$ cat src/include/pxb_defines.svh
// Constants of the priority pin crossbar
`ifndef PXB_DEFINES_SVH
`define PXB_DEFINES_SVH

// ----------------------------------------
// Sizes
// ----------------------------------------
`define PXB_NUM_FN        17
`define PXB_NUM_XPINS     16
`define PXB_NUM_PINS      17

// ----------------------------------------
// Function indices in priority order
// ----------------------------------------
`define PXB_FN_TX         5'h00
`define PXB_FN_RX         5'h01
`define PXB_FN_SCK        5'h02
`define PXB_FN_MISO       5'h03
`define PXB_FN_MOSI       5'h04
`define PXB_FN_NSS        5'h05
`define PXB_FN_SDA        5'h06
`define PXB_FN_SCL        5'h07
`define PXB_FN_CMP        5'h08
`define PXB_FN_CMPA       5'h09
`define PXB_FN_CLK        5'h0a
`define PXB_FN_PCA_CHANNEL_0_PIN       5'h0b
`define PXB_FN_PCA_CHANNEL_1_PIN       5'h0c
`define PXB_FN_PCA_CHANNEL_2_PIN       5'h0d
`define PXB_FN_ECI        5'h0e
`define PXB_FN_T0         5'h0f
`define PXB_FN_T1         5'h10
`define PXB_FN_NONE       5'h1f

// ----------------------------------------
// Fixed pins and reset values
// ----------------------------------------
`define PXB_UART_TX_PIN   4
`define PXB_UART_RX_PIN   5
`define PXB_NSS_4WIRE_BIT 1
`define PXB_RST_PINS      17'h00000
`define PXB_RST_FN_IN     17'h1ffff
`define PXB_RST_ROUTED    17'h00000

`endif

$ cat src/include/pxb_pkg.sv
// Types of the priority pin crossbar
`default_nettype none
`include "pxb_defines.svh"

package pxb_pkg;
  typedef logic [4:0]                       pxb_fn_type;
  typedef logic [`PXB_NUM_XPINS-1:0][4:0]   pxb_map_type;
endpackage

`default_nettype wire

$ cat src/rtl/pxb_crossbar.sv
// Priority crossbar routing peripheral signals onto port pins
// Summary of operation
// - Functions placed in fixed priority: uart, spi, smbus, comparators, clock, pca, timers.
// - Each enabled function except uart and smbus gets the lowest free, unskipped port pin, if one is left.
// - A pin already given to a function is passed over afterwards.
// - A set skip-mask bit makes its pin count as taken.
// - Uart transmit always sits on port 0 pin 4, receive on pin 5.
// - Smbus enable claims two pins together, data then clock.
// - Uart enable claims transmit and receive together.
// - Unassigned pins stay general-purpose port I/O.
// - Slave select takes a pin only in four-wire mode.
// - Only port 0 and port 1 pins are assignable; port 2 pin is gpio.
// - Router disabled: all drivers off, pins are inputs.
// - Smbus pins always drive open-drain.
// - Every pin level is always readable on pin_level through a two-flop synchroniser.
`timescale 1ns/1ps
`default_nettype none
`include "pxb_defines.svh"

module pxb_crossbar
  import pxb_pkg::*;
(
  input  wire logic                      sys_clk,
  input  wire logic                      rst,
  input  wire logic                      router_enable,
  input  wire logic                      uart_enable,
  input  wire logic                      spi_enable,
  input  wire logic [1:0]                slave_select_mode,
  input  wire logic                      smbus_enable,
  input  wire logic                      comparator_enable,
  input  wire logic                      comparator_async_enable,
  input  wire logic                      core_clock_enable,
  input  wire logic [1:0]                pca_channel_count,
  input  wire logic                      pca_count_input_enable,
  input  wire logic                      timer0_input_enable,
  input  wire logic                      timer1_input_enable,
  input  wire logic [7:0]                port0_skip_mask,
  input  wire logic [7:0]                port1_skip_mask,
  input  wire logic [`PXB_NUM_PINS-1:0]  port_latch,
  input  wire logic [`PXB_NUM_PINS-1:0]  port_output_mode,
  input  wire logic [`PXB_NUM_FN-1:0]    func_out_data,
  input  wire logic [`PXB_NUM_FN-1:0]    func_out_enable,
  input  wire logic [`PXB_NUM_PINS-1:0]  pin_in,
  output logic      [`PXB_NUM_PINS-1:0]  pin_out,
  output logic      [`PXB_NUM_PINS-1:0]  pin_oe,
  output logic      [`PXB_NUM_PINS-1:0]  pin_level,
  output logic      [`PXB_NUM_FN-1:0]    func_in,
  output logic      [`PXB_NUM_FN-1:0]    routed_functions
);

  // ----------------------------------------
  // Priority placement
  // ----------------------------------------
  function automatic pxb_map_type pxb_route(input logic [`PXB_NUM_FN-1:0]   en,
                                            input logic [`PXB_NUM_XPINS-1:0] skip);
    pxb_map_type                 map;
    logic [`PXB_NUM_XPINS-1:0]   taken;
    logic                        got_a;
    logic                        got_b;
    logic [4:0]                  pa;
    logic [4:0]                  pb;
    map   = {`PXB_NUM_XPINS{`PXB_FN_NONE}};
    taken = skip;
    if (en[`PXB_FN_TX]) begin
      map[`PXB_UART_TX_PIN]   = `PXB_FN_TX;
      map[`PXB_UART_RX_PIN]   = `PXB_FN_RX;
      taken[`PXB_UART_TX_PIN] = 1'b1;
      taken[`PXB_UART_RX_PIN] = 1'b1;
    end
    for (int f = 2; f < `PXB_NUM_FN; f++) begin
      if (en[f] && (f != 32'(`PXB_FN_SCL))) begin
        got_a = 1'b0;
        got_b = 1'b0;
        pa    = 5'h00;
        pb    = 5'h00;
        for (int p = 0; p < `PXB_NUM_XPINS; p++) begin
          if (!taken[p]) begin
            if (!got_a) begin
              got_a = 1'b1;
              pa    = 5'(p);
            end else if (!got_b) begin
              got_b = 1'b1;
              pb    = 5'(p);
            end
          end
        end
        if (f == 32'(`PXB_FN_SDA)) begin
          if (got_a && got_b) begin
            map[pa[3:0]]   = `PXB_FN_SDA;
            map[pb[3:0]]   = `PXB_FN_SCL;
            taken[pa[3:0]] = 1'b1;
            taken[pb[3:0]] = 1'b1;
          end
        end else if (got_a) begin
          map[pa[3:0]]   = 5'(f);
          taken[pa[3:0]] = 1'b1;
        end
      end
    end
    return map;
  endfunction

  // ----------------------------------------
  // Enable vector
  // ----------------------------------------
  logic [`PXB_NUM_FN-1:0]   fn_en;

  always_comb begin
    fn_en                = '0;
    fn_en[`PXB_FN_TX]    = uart_enable;
    fn_en[`PXB_FN_RX]    = uart_enable;
    fn_en[`PXB_FN_SCK]   = spi_enable;
    fn_en[`PXB_FN_MISO]  = spi_enable;
    fn_en[`PXB_FN_MOSI]  = spi_enable;
    fn_en[`PXB_FN_NSS]   = spi_enable & slave_select_mode[`PXB_NSS_4WIRE_BIT];
    fn_en[`PXB_FN_SDA]   = smbus_enable;
    fn_en[`PXB_FN_SCL]   = smbus_enable;
    fn_en[`PXB_FN_CMP]   = comparator_enable;
    fn_en[`PXB_FN_CMPA]  = comparator_async_enable;
    fn_en[`PXB_FN_CLK]   = core_clock_enable;
    fn_en[`PXB_FN_PCA_CHANNEL_0_PIN]  = pca_channel_count >= 2'h1;
    fn_en[`PXB_FN_PCA_CHANNEL_1_PIN]  = pca_channel_count >= 2'h2;
    fn_en[`PXB_FN_PCA_CHANNEL_2_PIN]  = pca_channel_count == 2'h3;
    fn_en[`PXB_FN_ECI]   = pca_count_input_enable;
    fn_en[`PXB_FN_T0]    = timer0_input_enable;
    fn_en[`PXB_FN_T1]    = timer1_input_enable;
  end

  // ----------------------------------------
  // Pin synchroniser
  // ----------------------------------------
  logic [`PXB_NUM_PINS-1:0] sync1_ff;
  logic [`PXB_NUM_PINS-1:0] level_ff;

  always_ff @(posedge sys_clk) begin
    if (rst) begin
      sync1_ff <= `PXB_RST_PINS;
      level_ff <= `PXB_RST_PINS;
    end else begin
      sync1_ff <= pin_in;
      level_ff <= sync1_ff;
    end
  end

  assign pin_level = level_ff;

  // ----------------------------------------
  // Mapping and pin drive
  // ----------------------------------------
  pxb_map_type              map_ff;
  pxb_map_type              nxt_map;
  logic [`PXB_NUM_PINS-1:0] pin_out_ff;
  logic [`PXB_NUM_PINS-1:0] nxt_pin_out;
  logic [`PXB_NUM_PINS-1:0] pin_oe_ff;
  logic [`PXB_NUM_PINS-1:0] nxt_pin_oe;
  logic [`PXB_NUM_FN-1:0]   func_in_ff;
  logic [`PXB_NUM_FN-1:0]   nxt_func_in;
  logic [`PXB_NUM_FN-1:0]   routed_ff;
  logic [`PXB_NUM_FN-1:0]   nxt_routed;

  always_comb begin
    pxb_fn_type fn;
    logic       dat;
    logic       drv;
    logic       odr;
    fn          = `PXB_FN_NONE;
    dat         = 1'b0;
    drv         = 1'b0;
    odr         = 1'b0;
    nxt_map     = pxb_route(fn_en, {port1_skip_mask, port0_skip_mask});
    nxt_pin_out = '0;
    nxt_pin_oe  = '0;
    nxt_func_in = `PXB_RST_FN_IN;
    nxt_routed  = '0;
    for (int p = 0; p < `PXB_NUM_PINS; p++) begin
      fn  = (p < `PXB_NUM_XPINS) ? nxt_map[p[3:0]] : `PXB_FN_NONE;
      if (fn == `PXB_FN_NONE) begin
        dat = port_latch[p];
        drv = 1'b1;
        odr = ~port_output_mode[p];
      end else begin
        dat = func_out_data[fn];
        drv = func_out_enable[fn];
        odr = ~port_output_mode[p] | (fn == `PXB_FN_SDA) | (fn == `PXB_FN_SCL);
        nxt_routed[fn]  = router_enable;
        nxt_func_in[fn] = router_enable ? level_ff[p] : 1'b1;
      end
      nxt_pin_out[p] = router_enable & dat & ~odr;
      nxt_pin_oe[p]  = router_enable & drv & (~odr | ~dat);
    end
  end

  always_ff @(posedge sys_clk) begin
    if (rst) begin
      map_ff     <= {`PXB_NUM_XPINS{`PXB_FN_NONE}};
      pin_out_ff <= `PXB_RST_PINS;
      pin_oe_ff  <= `PXB_RST_PINS;
      func_in_ff <= `PXB_RST_FN_IN;
      routed_ff  <= `PXB_RST_ROUTED;
    end else begin
      map_ff     <= nxt_map;
      pin_out_ff <= nxt_pin_out;
      pin_oe_ff  <= nxt_pin_oe;
      func_in_ff <= nxt_func_in;
      routed_ff  <= nxt_routed;
    end
  end

  assign pin_out          = pin_out_ff;
  assign pin_oe           = pin_oe_ff;
  assign func_in          = func_in_ff;
  assign routed_functions = routed_ff;

  logic [`PXB_NUM_FN-1:0] chk_gap;
  logic                   chk_prio_bad;
  logic                   chk_od_bad;

  always_comb begin
    // Smbus left out: an unplaced pair may leave its single free pin to later functions
    chk_gap      = fn_en & ~routed_ff & ~17'h000c0;
    chk_prio_bad = (chk_gap != '0) && ((routed_ff & ~((chk_gap & (~chk_gap + 17'h1)) - 17'h1)) != '0);
    chk_od_bad   = 1'b0;
    for (int p = 0; p < `PXB_NUM_XPINS; p++) begin
      if ((map_ff[p] == `PXB_FN_SDA || map_ff[p] == `PXB_FN_SCL) && pin_out_ff[p]) begin
        chk_od_bad = 1'b1;
      end
    end
  end
endmodule

`default_nettype wire

$ cat config.mk
export PLATFORM = sky130hd
export DESIGN_NAME = pxb_crossbar
export DESIGN_NICKNAME = d
export VERILOG_FILES = /design/src/include/pxb_pkg.sv /design/src/rtl/pxb_crossbar.sv
export VERILOG_INCLUDE_DIRS = /design/src /design/src/include
export SDC_FILE = /design/constraint.sdc
export NUM_CORES = 1
export LEC_CHECK = 0
export ABC_AREA = 1
export BUFFER_PORTS_ARGS = -buffer_cell sky130_fd_sc_hd__buf_2
export CAP_MARGIN = 15
export CORE_ASPECT_RATIO = 1.2
export CORE_MARGIN = 4
export CORE_UTILIZATION = 35
export DETAILED_ROUTE_END_ITERATION = 7
export PLACE_DENSITY = 0.51
export SLEW_MARGIN = 15
export SYNTH_ARGS = -nofsm -noshare
export SYNTH_HDL_FRONTEND = slang
export SYNTH_SLANG_ARGS = --single-unit
$ cat constraint.sdc
create_clock -name sys_clk -period 13.43 [get_ports sys_clk]
set_clock_uncertainty 0.2 [all_clocks]
set_input_delay 1.343 -clock sys_clk [delete_from_list [all_inputs] [get_ports sys_clk]]
set_output_delay 1.343 -clock sys_clk [all_outputs]
set_load 0.005 [all_outputs]
==> impl_metrics.env <==
export IMPL_status="finished with violations"
export IMPL_violations="setup timing"
export IMPL_synth_fa_ha_area_share_pct=0.302
export IMPL_synth_area_mm2=0.0207
export IMPL_drt_initial_drc_count=3664
export IMPL_yosysWarnings=0
export IMPL_max_cap_violations=0
export IMPL_nets=5211
export IMPL_crit_arrival_ps=15560
export IMPL_regToRegSetupSlack_ps=10180
export IMPL_rr_endpoint="func_in[8]"
export IMPL_antenna_found_initial=6
export IMPL_wire_per_inst_um=24.1
export IMPL_core_area_mm2=0.0585
export IMPL_synth_mux_area_fraction_pct=0
export IMPL_min_path_cells=2
export IMPL_setup_violations=48
export IMPL_gp_congestion=1.13
export IMPL_io_pin_count=202
export IMPL_num_fill_cells=5978
export IMPL_gr_usage_all_layers_pct=42.6
export IMPL_synth_compound_area_share_pct=26.7
export IMPL_drive_gt1_share_pct=46.1
export IMPL_initial_core_util_pct=35.4
export IMPL_peakVddDrop_uv=69.4
export IMPL_synth_simple_area_share_pct=47.6
export IMPL_cpPeakStageDelay_ps=240
export IMPL_vias_per_cell=5.61
export IMPL_cp_common_cell="buf_4"
export IMPL_synth_ff_type="dfxtp_1"
export IMPL_instances_no_fill=5888
export IMPL_vias=33050
export IMPL_utilization_pct=59.5
export IMPL_startpoint_type="primary input"
export IMPL_rsz0062_at_grt="true"
export IMPL_die_x_um=230
export IMPL_finalMaxSlewViolations=0
export IMPL_setup_worst_path_end_class="flop"
export IMPL_clk_pin_slew_ps=110
export IMPL_route_detailed_drc=0
export IMPL_dr_pass1_iters=7
export IMPL_synth_edf_count=0
export IMPL_row_count=97
export IMPL_period_minus_slack_ps=15410
export IMPL_synth_fp_nets=3794
export IMPL_synth_xor_area_share_pct=0
export IMPL_reg2reg_depth=18
export IMPL_synth_cell_types=88
export IMPL_die_area_mm2=0.0632
export IMPL_htreeDepth=3
export IMPL_synth_seq_cells=102
export IMPL_power_density_mw_per_mm2=125
export IMPL_syn_inst=3672
export IMPL_leakage_nw=17.9
export IMPL_cts_root_buffer="clkbuf_16"
export IMPL_cts_tree="yes"
export IMPL_fin_crit_sh_pct=115
export IMPL_clk_latency_ps=430
export IMPL_synth_top_cell_area_share_pct=11.6
export IMPL_grt_pass1_wl_um=201000
export IMPL_crit_buf_inv=57
export IMPL_drt_wl_total_um=142000
export IMPL_r2r_start="pin_level[0]"
export IMPL_chipHeight_um=275
export IMPL_yosysSeqAreaShare_pct=9.86
export IMPL_grt_max_degree=45
export IMPL_synth_top_family_by_area="simple AND/OR/NAND/NOR gates"
export IMPL_finalWorstSetupSlack_ps=-1980
export IMPL_cts_made_buffers=9
export IMPL_synthTopCellsByArea="nand2_1 12%, inv_1 10%, dfxtp_1 9.9%, nor2_1 9.5%, o21ai_0 5.2%"
export IMPL_fmax_mhz=64.9
export IMPL_yosys_area_top_type="nand2_1"
export IMPL_grt_pass1_vias=31188
export IMPL_place_inst=5646
export IMPL_cts_sinks=102
export IMPL_dpl_hpwl_um=112000
export IMPL_slowest_stage="nand4_1"
export IMPL_antenna_left=0
export IMPL_hold_class="reg2reg"
export IMPL_syn_area_per_cell_um2=5.64
export IMPL_cp_top_family="buffers and inverters"
export IMPL_finalHoldViolations=0
export IMPL_clock_path_buffers=2
export IMPL_numPortBuffers=200
export IMPL_path_max_fanout=5
export IMPL_grt_overflow_total=0
export IMPL_hp_start="sync1_ff[13]"
export IMPL_tightest_slew_ps=1210
export IMPL_required_ps=13580
export IMPL_setup_worst_path_class="in2reg"
export IMPL_synth_async_sr_flop_share_pct=0
export IMPL_syn_to_final_growth_pct=68.1
export IMPL_slew_headroom_pct=19.0
export IMPL_hold_buffers=0
export IMPL_holdPathEnd="pin_level[13]"
[Yosys cell counts, types with 7 or more instances]
cell type,count
a21oi_2,10
dfxtp_1,102
nand4_4,7
o211ai_1,64
nand2_2,86
o21ai_2,15
nand3_4,10
nor4_1,34
nand3_1,209
a221oi_1,11
o21ai_0,214
o221ai_1,35
o22ai_1,139
clkinv_2,7
nor2_1,522
nor3_2,9
nand2_1,640
a31oi_1,8
nand4_2,8
nand4_1,88
a21oi_1,145
inv_2,101
buf_1,8
clkbuf_1,20
nand2_4,38
nor2_8,7
o31ai_1,14
o21ai_1,92
inv_1,564
a22oi_1,48
nor2_2,92
clkbuf_8,20
nor3_1,57
nor2_4,54
inv_4,7
nand3_2,31
clkinv_1,24
o2111ai_1,23
a211oi_1,9
[cells in the final DEF, fill, tap and decap left out, types with 19 or more instances in the layout]
cell type and n:
a21oi_1 123, a21oi_2 24, a22oi_1 36, buf_2 193, buf_4 1201, buf_6 51, clkinv_1 20, dfxtp_1 102
inv_1 533, inv_2 114, inv_4 29, nand2_1 566, nand2_2 119, nand2_4 74, nand3_1 174, nand3_2 44
nand3_4 32, nand4_1 88, nor2_1 447, nor2_2 83, nor2_4 139, nor3_1 50, nor4_1 27, o2111ai_1 19
o211ai_1 64, o21ai_0 157, o21ai_1 120, o21ai_2 38, o221ai_1 26, o22ai_1 128
[kinds of logic (layout without fill, tap and decap cells)]
group	count (synthesis)	after routing
AND/OR/NAND/NOR	1923	1925
AO/OA/AOI/OAI	872	872
buffers and inverters	770	2190
flip-flops	102	102
adder cells (fa/ha/maj)	5	5
other	0	2
[area by class of cell]
class                           instances  area [um^2]  share of cell area [%]
Antenna cell                            2         5.00                  0.0144
Clock buffer                            9          225                   0.647
Clock inverter                          7          100                   0.287
Inverter                              710         2820                    8.09
Multi-Input combinational cell       2802        17700                    51.0
Sequential cell                       102         2040                    5.86
Tap cell                              792          991                    2.85
Timing Repair Buffer                 1462        10900                    31.3
Timing Repair inverter                  2         11.3                  0.0323
[registers in the layout (all words and copies together) (netlist names)]
name,count
sync1_ff,17
func_in,17
pin_level,17
routed_functions,17
pin_oe,17
pin_out,17
[per-layer routing]
| metal | share of wire, % | global-route usage (%) | up-vias |
|---|---|---|---|
| met5 | 0.027 | 0 | - |
| met2 | 43 | 67.9 | 2006 |
| met4 | 9.4 | 29.9 | 6 |
| met3 | 11 | 10.1 | 704 |
| met1 | 37 | 50.3 | 15148 |
| li1 | - | - | 15186 |
[worst max path at each step]
stage	start	end	cells past startpoint	slack [ps]
floorplan	port0_skip_mask[0]	pin_out[13]	131	-730
global placement	port0_skip_mask[0]	pin_out[14]	125	-2130
detailed placement	port0_skip_mask[0]	pin_out[14]	127	-2310
CTS	port0_skip_mask[4]	pin_out[4]	140	-1380
global route	port0_skip_mask[0]	pin_oe[5]	137	-3060
finish	port0_skip_mask[4]	pin_oe[9]	127	-1980
[worst reg2reg max path, cell delays in order (launching register included)]
cell and delay [ps]:
dfxtp_1 420, nor2_1 350, inv_1 250, o21ai_0 190, o21ai_0 100, nand3_1 90
o21ai_0 120, o211ai_1 100, o21ai_0 110, o211ai_1 90, o21ai_0 110, o211ai_1 90
o21ai_0 140, o211ai_1 100, o21ai_0 120, o211ai_1 90, o21ai_0 110, o211ai_1 90
o211ai_1 170
[repair_timing]
| item | CTS | global route |
|---|---|---|
| pin swaps | 132 | 210 |
| setup buffers | 175 | 64 |
| gates cloned | 3 | 1 |
| gates resized for setup | 278 | 278 |
| endpoints found under the setup margin | 46 | 52 |
[metrics by stage]
stage / power [mW] / area [um^2] / hold slack [ps] / setup slack (ps) / setup TNS (ps)
2_1_floorplan: 1.99 / 21200 / 188 / -734 / -23130
5_1_grt: 4.58 / 34800 / 196 / -3060 / -129480
3_5_place_dp: 3.39 / 30600 / 195 / -2310 / -95320
3_3_place_gp: 3.39 / 30600 / 189 / -2130 / -87140
6_report: 4.34 / 34800 / 185 / -1980 / -78360
4_1_cts: 3.96 / 33300 / 183 / -1380 / -53290
[power breakdown]
part | total (mW) | switching, mW | leakage, nW | internal (mW)
clock network | 0.313 | 0.162 | 0.158 | 0.151
registers | 0.357 | 0.0123 | 0.838 | 0.345
logic | 3.67 | 2.09 | 16.9 | 1.59
Note: power is estimated with default switching activity, not from simulation.
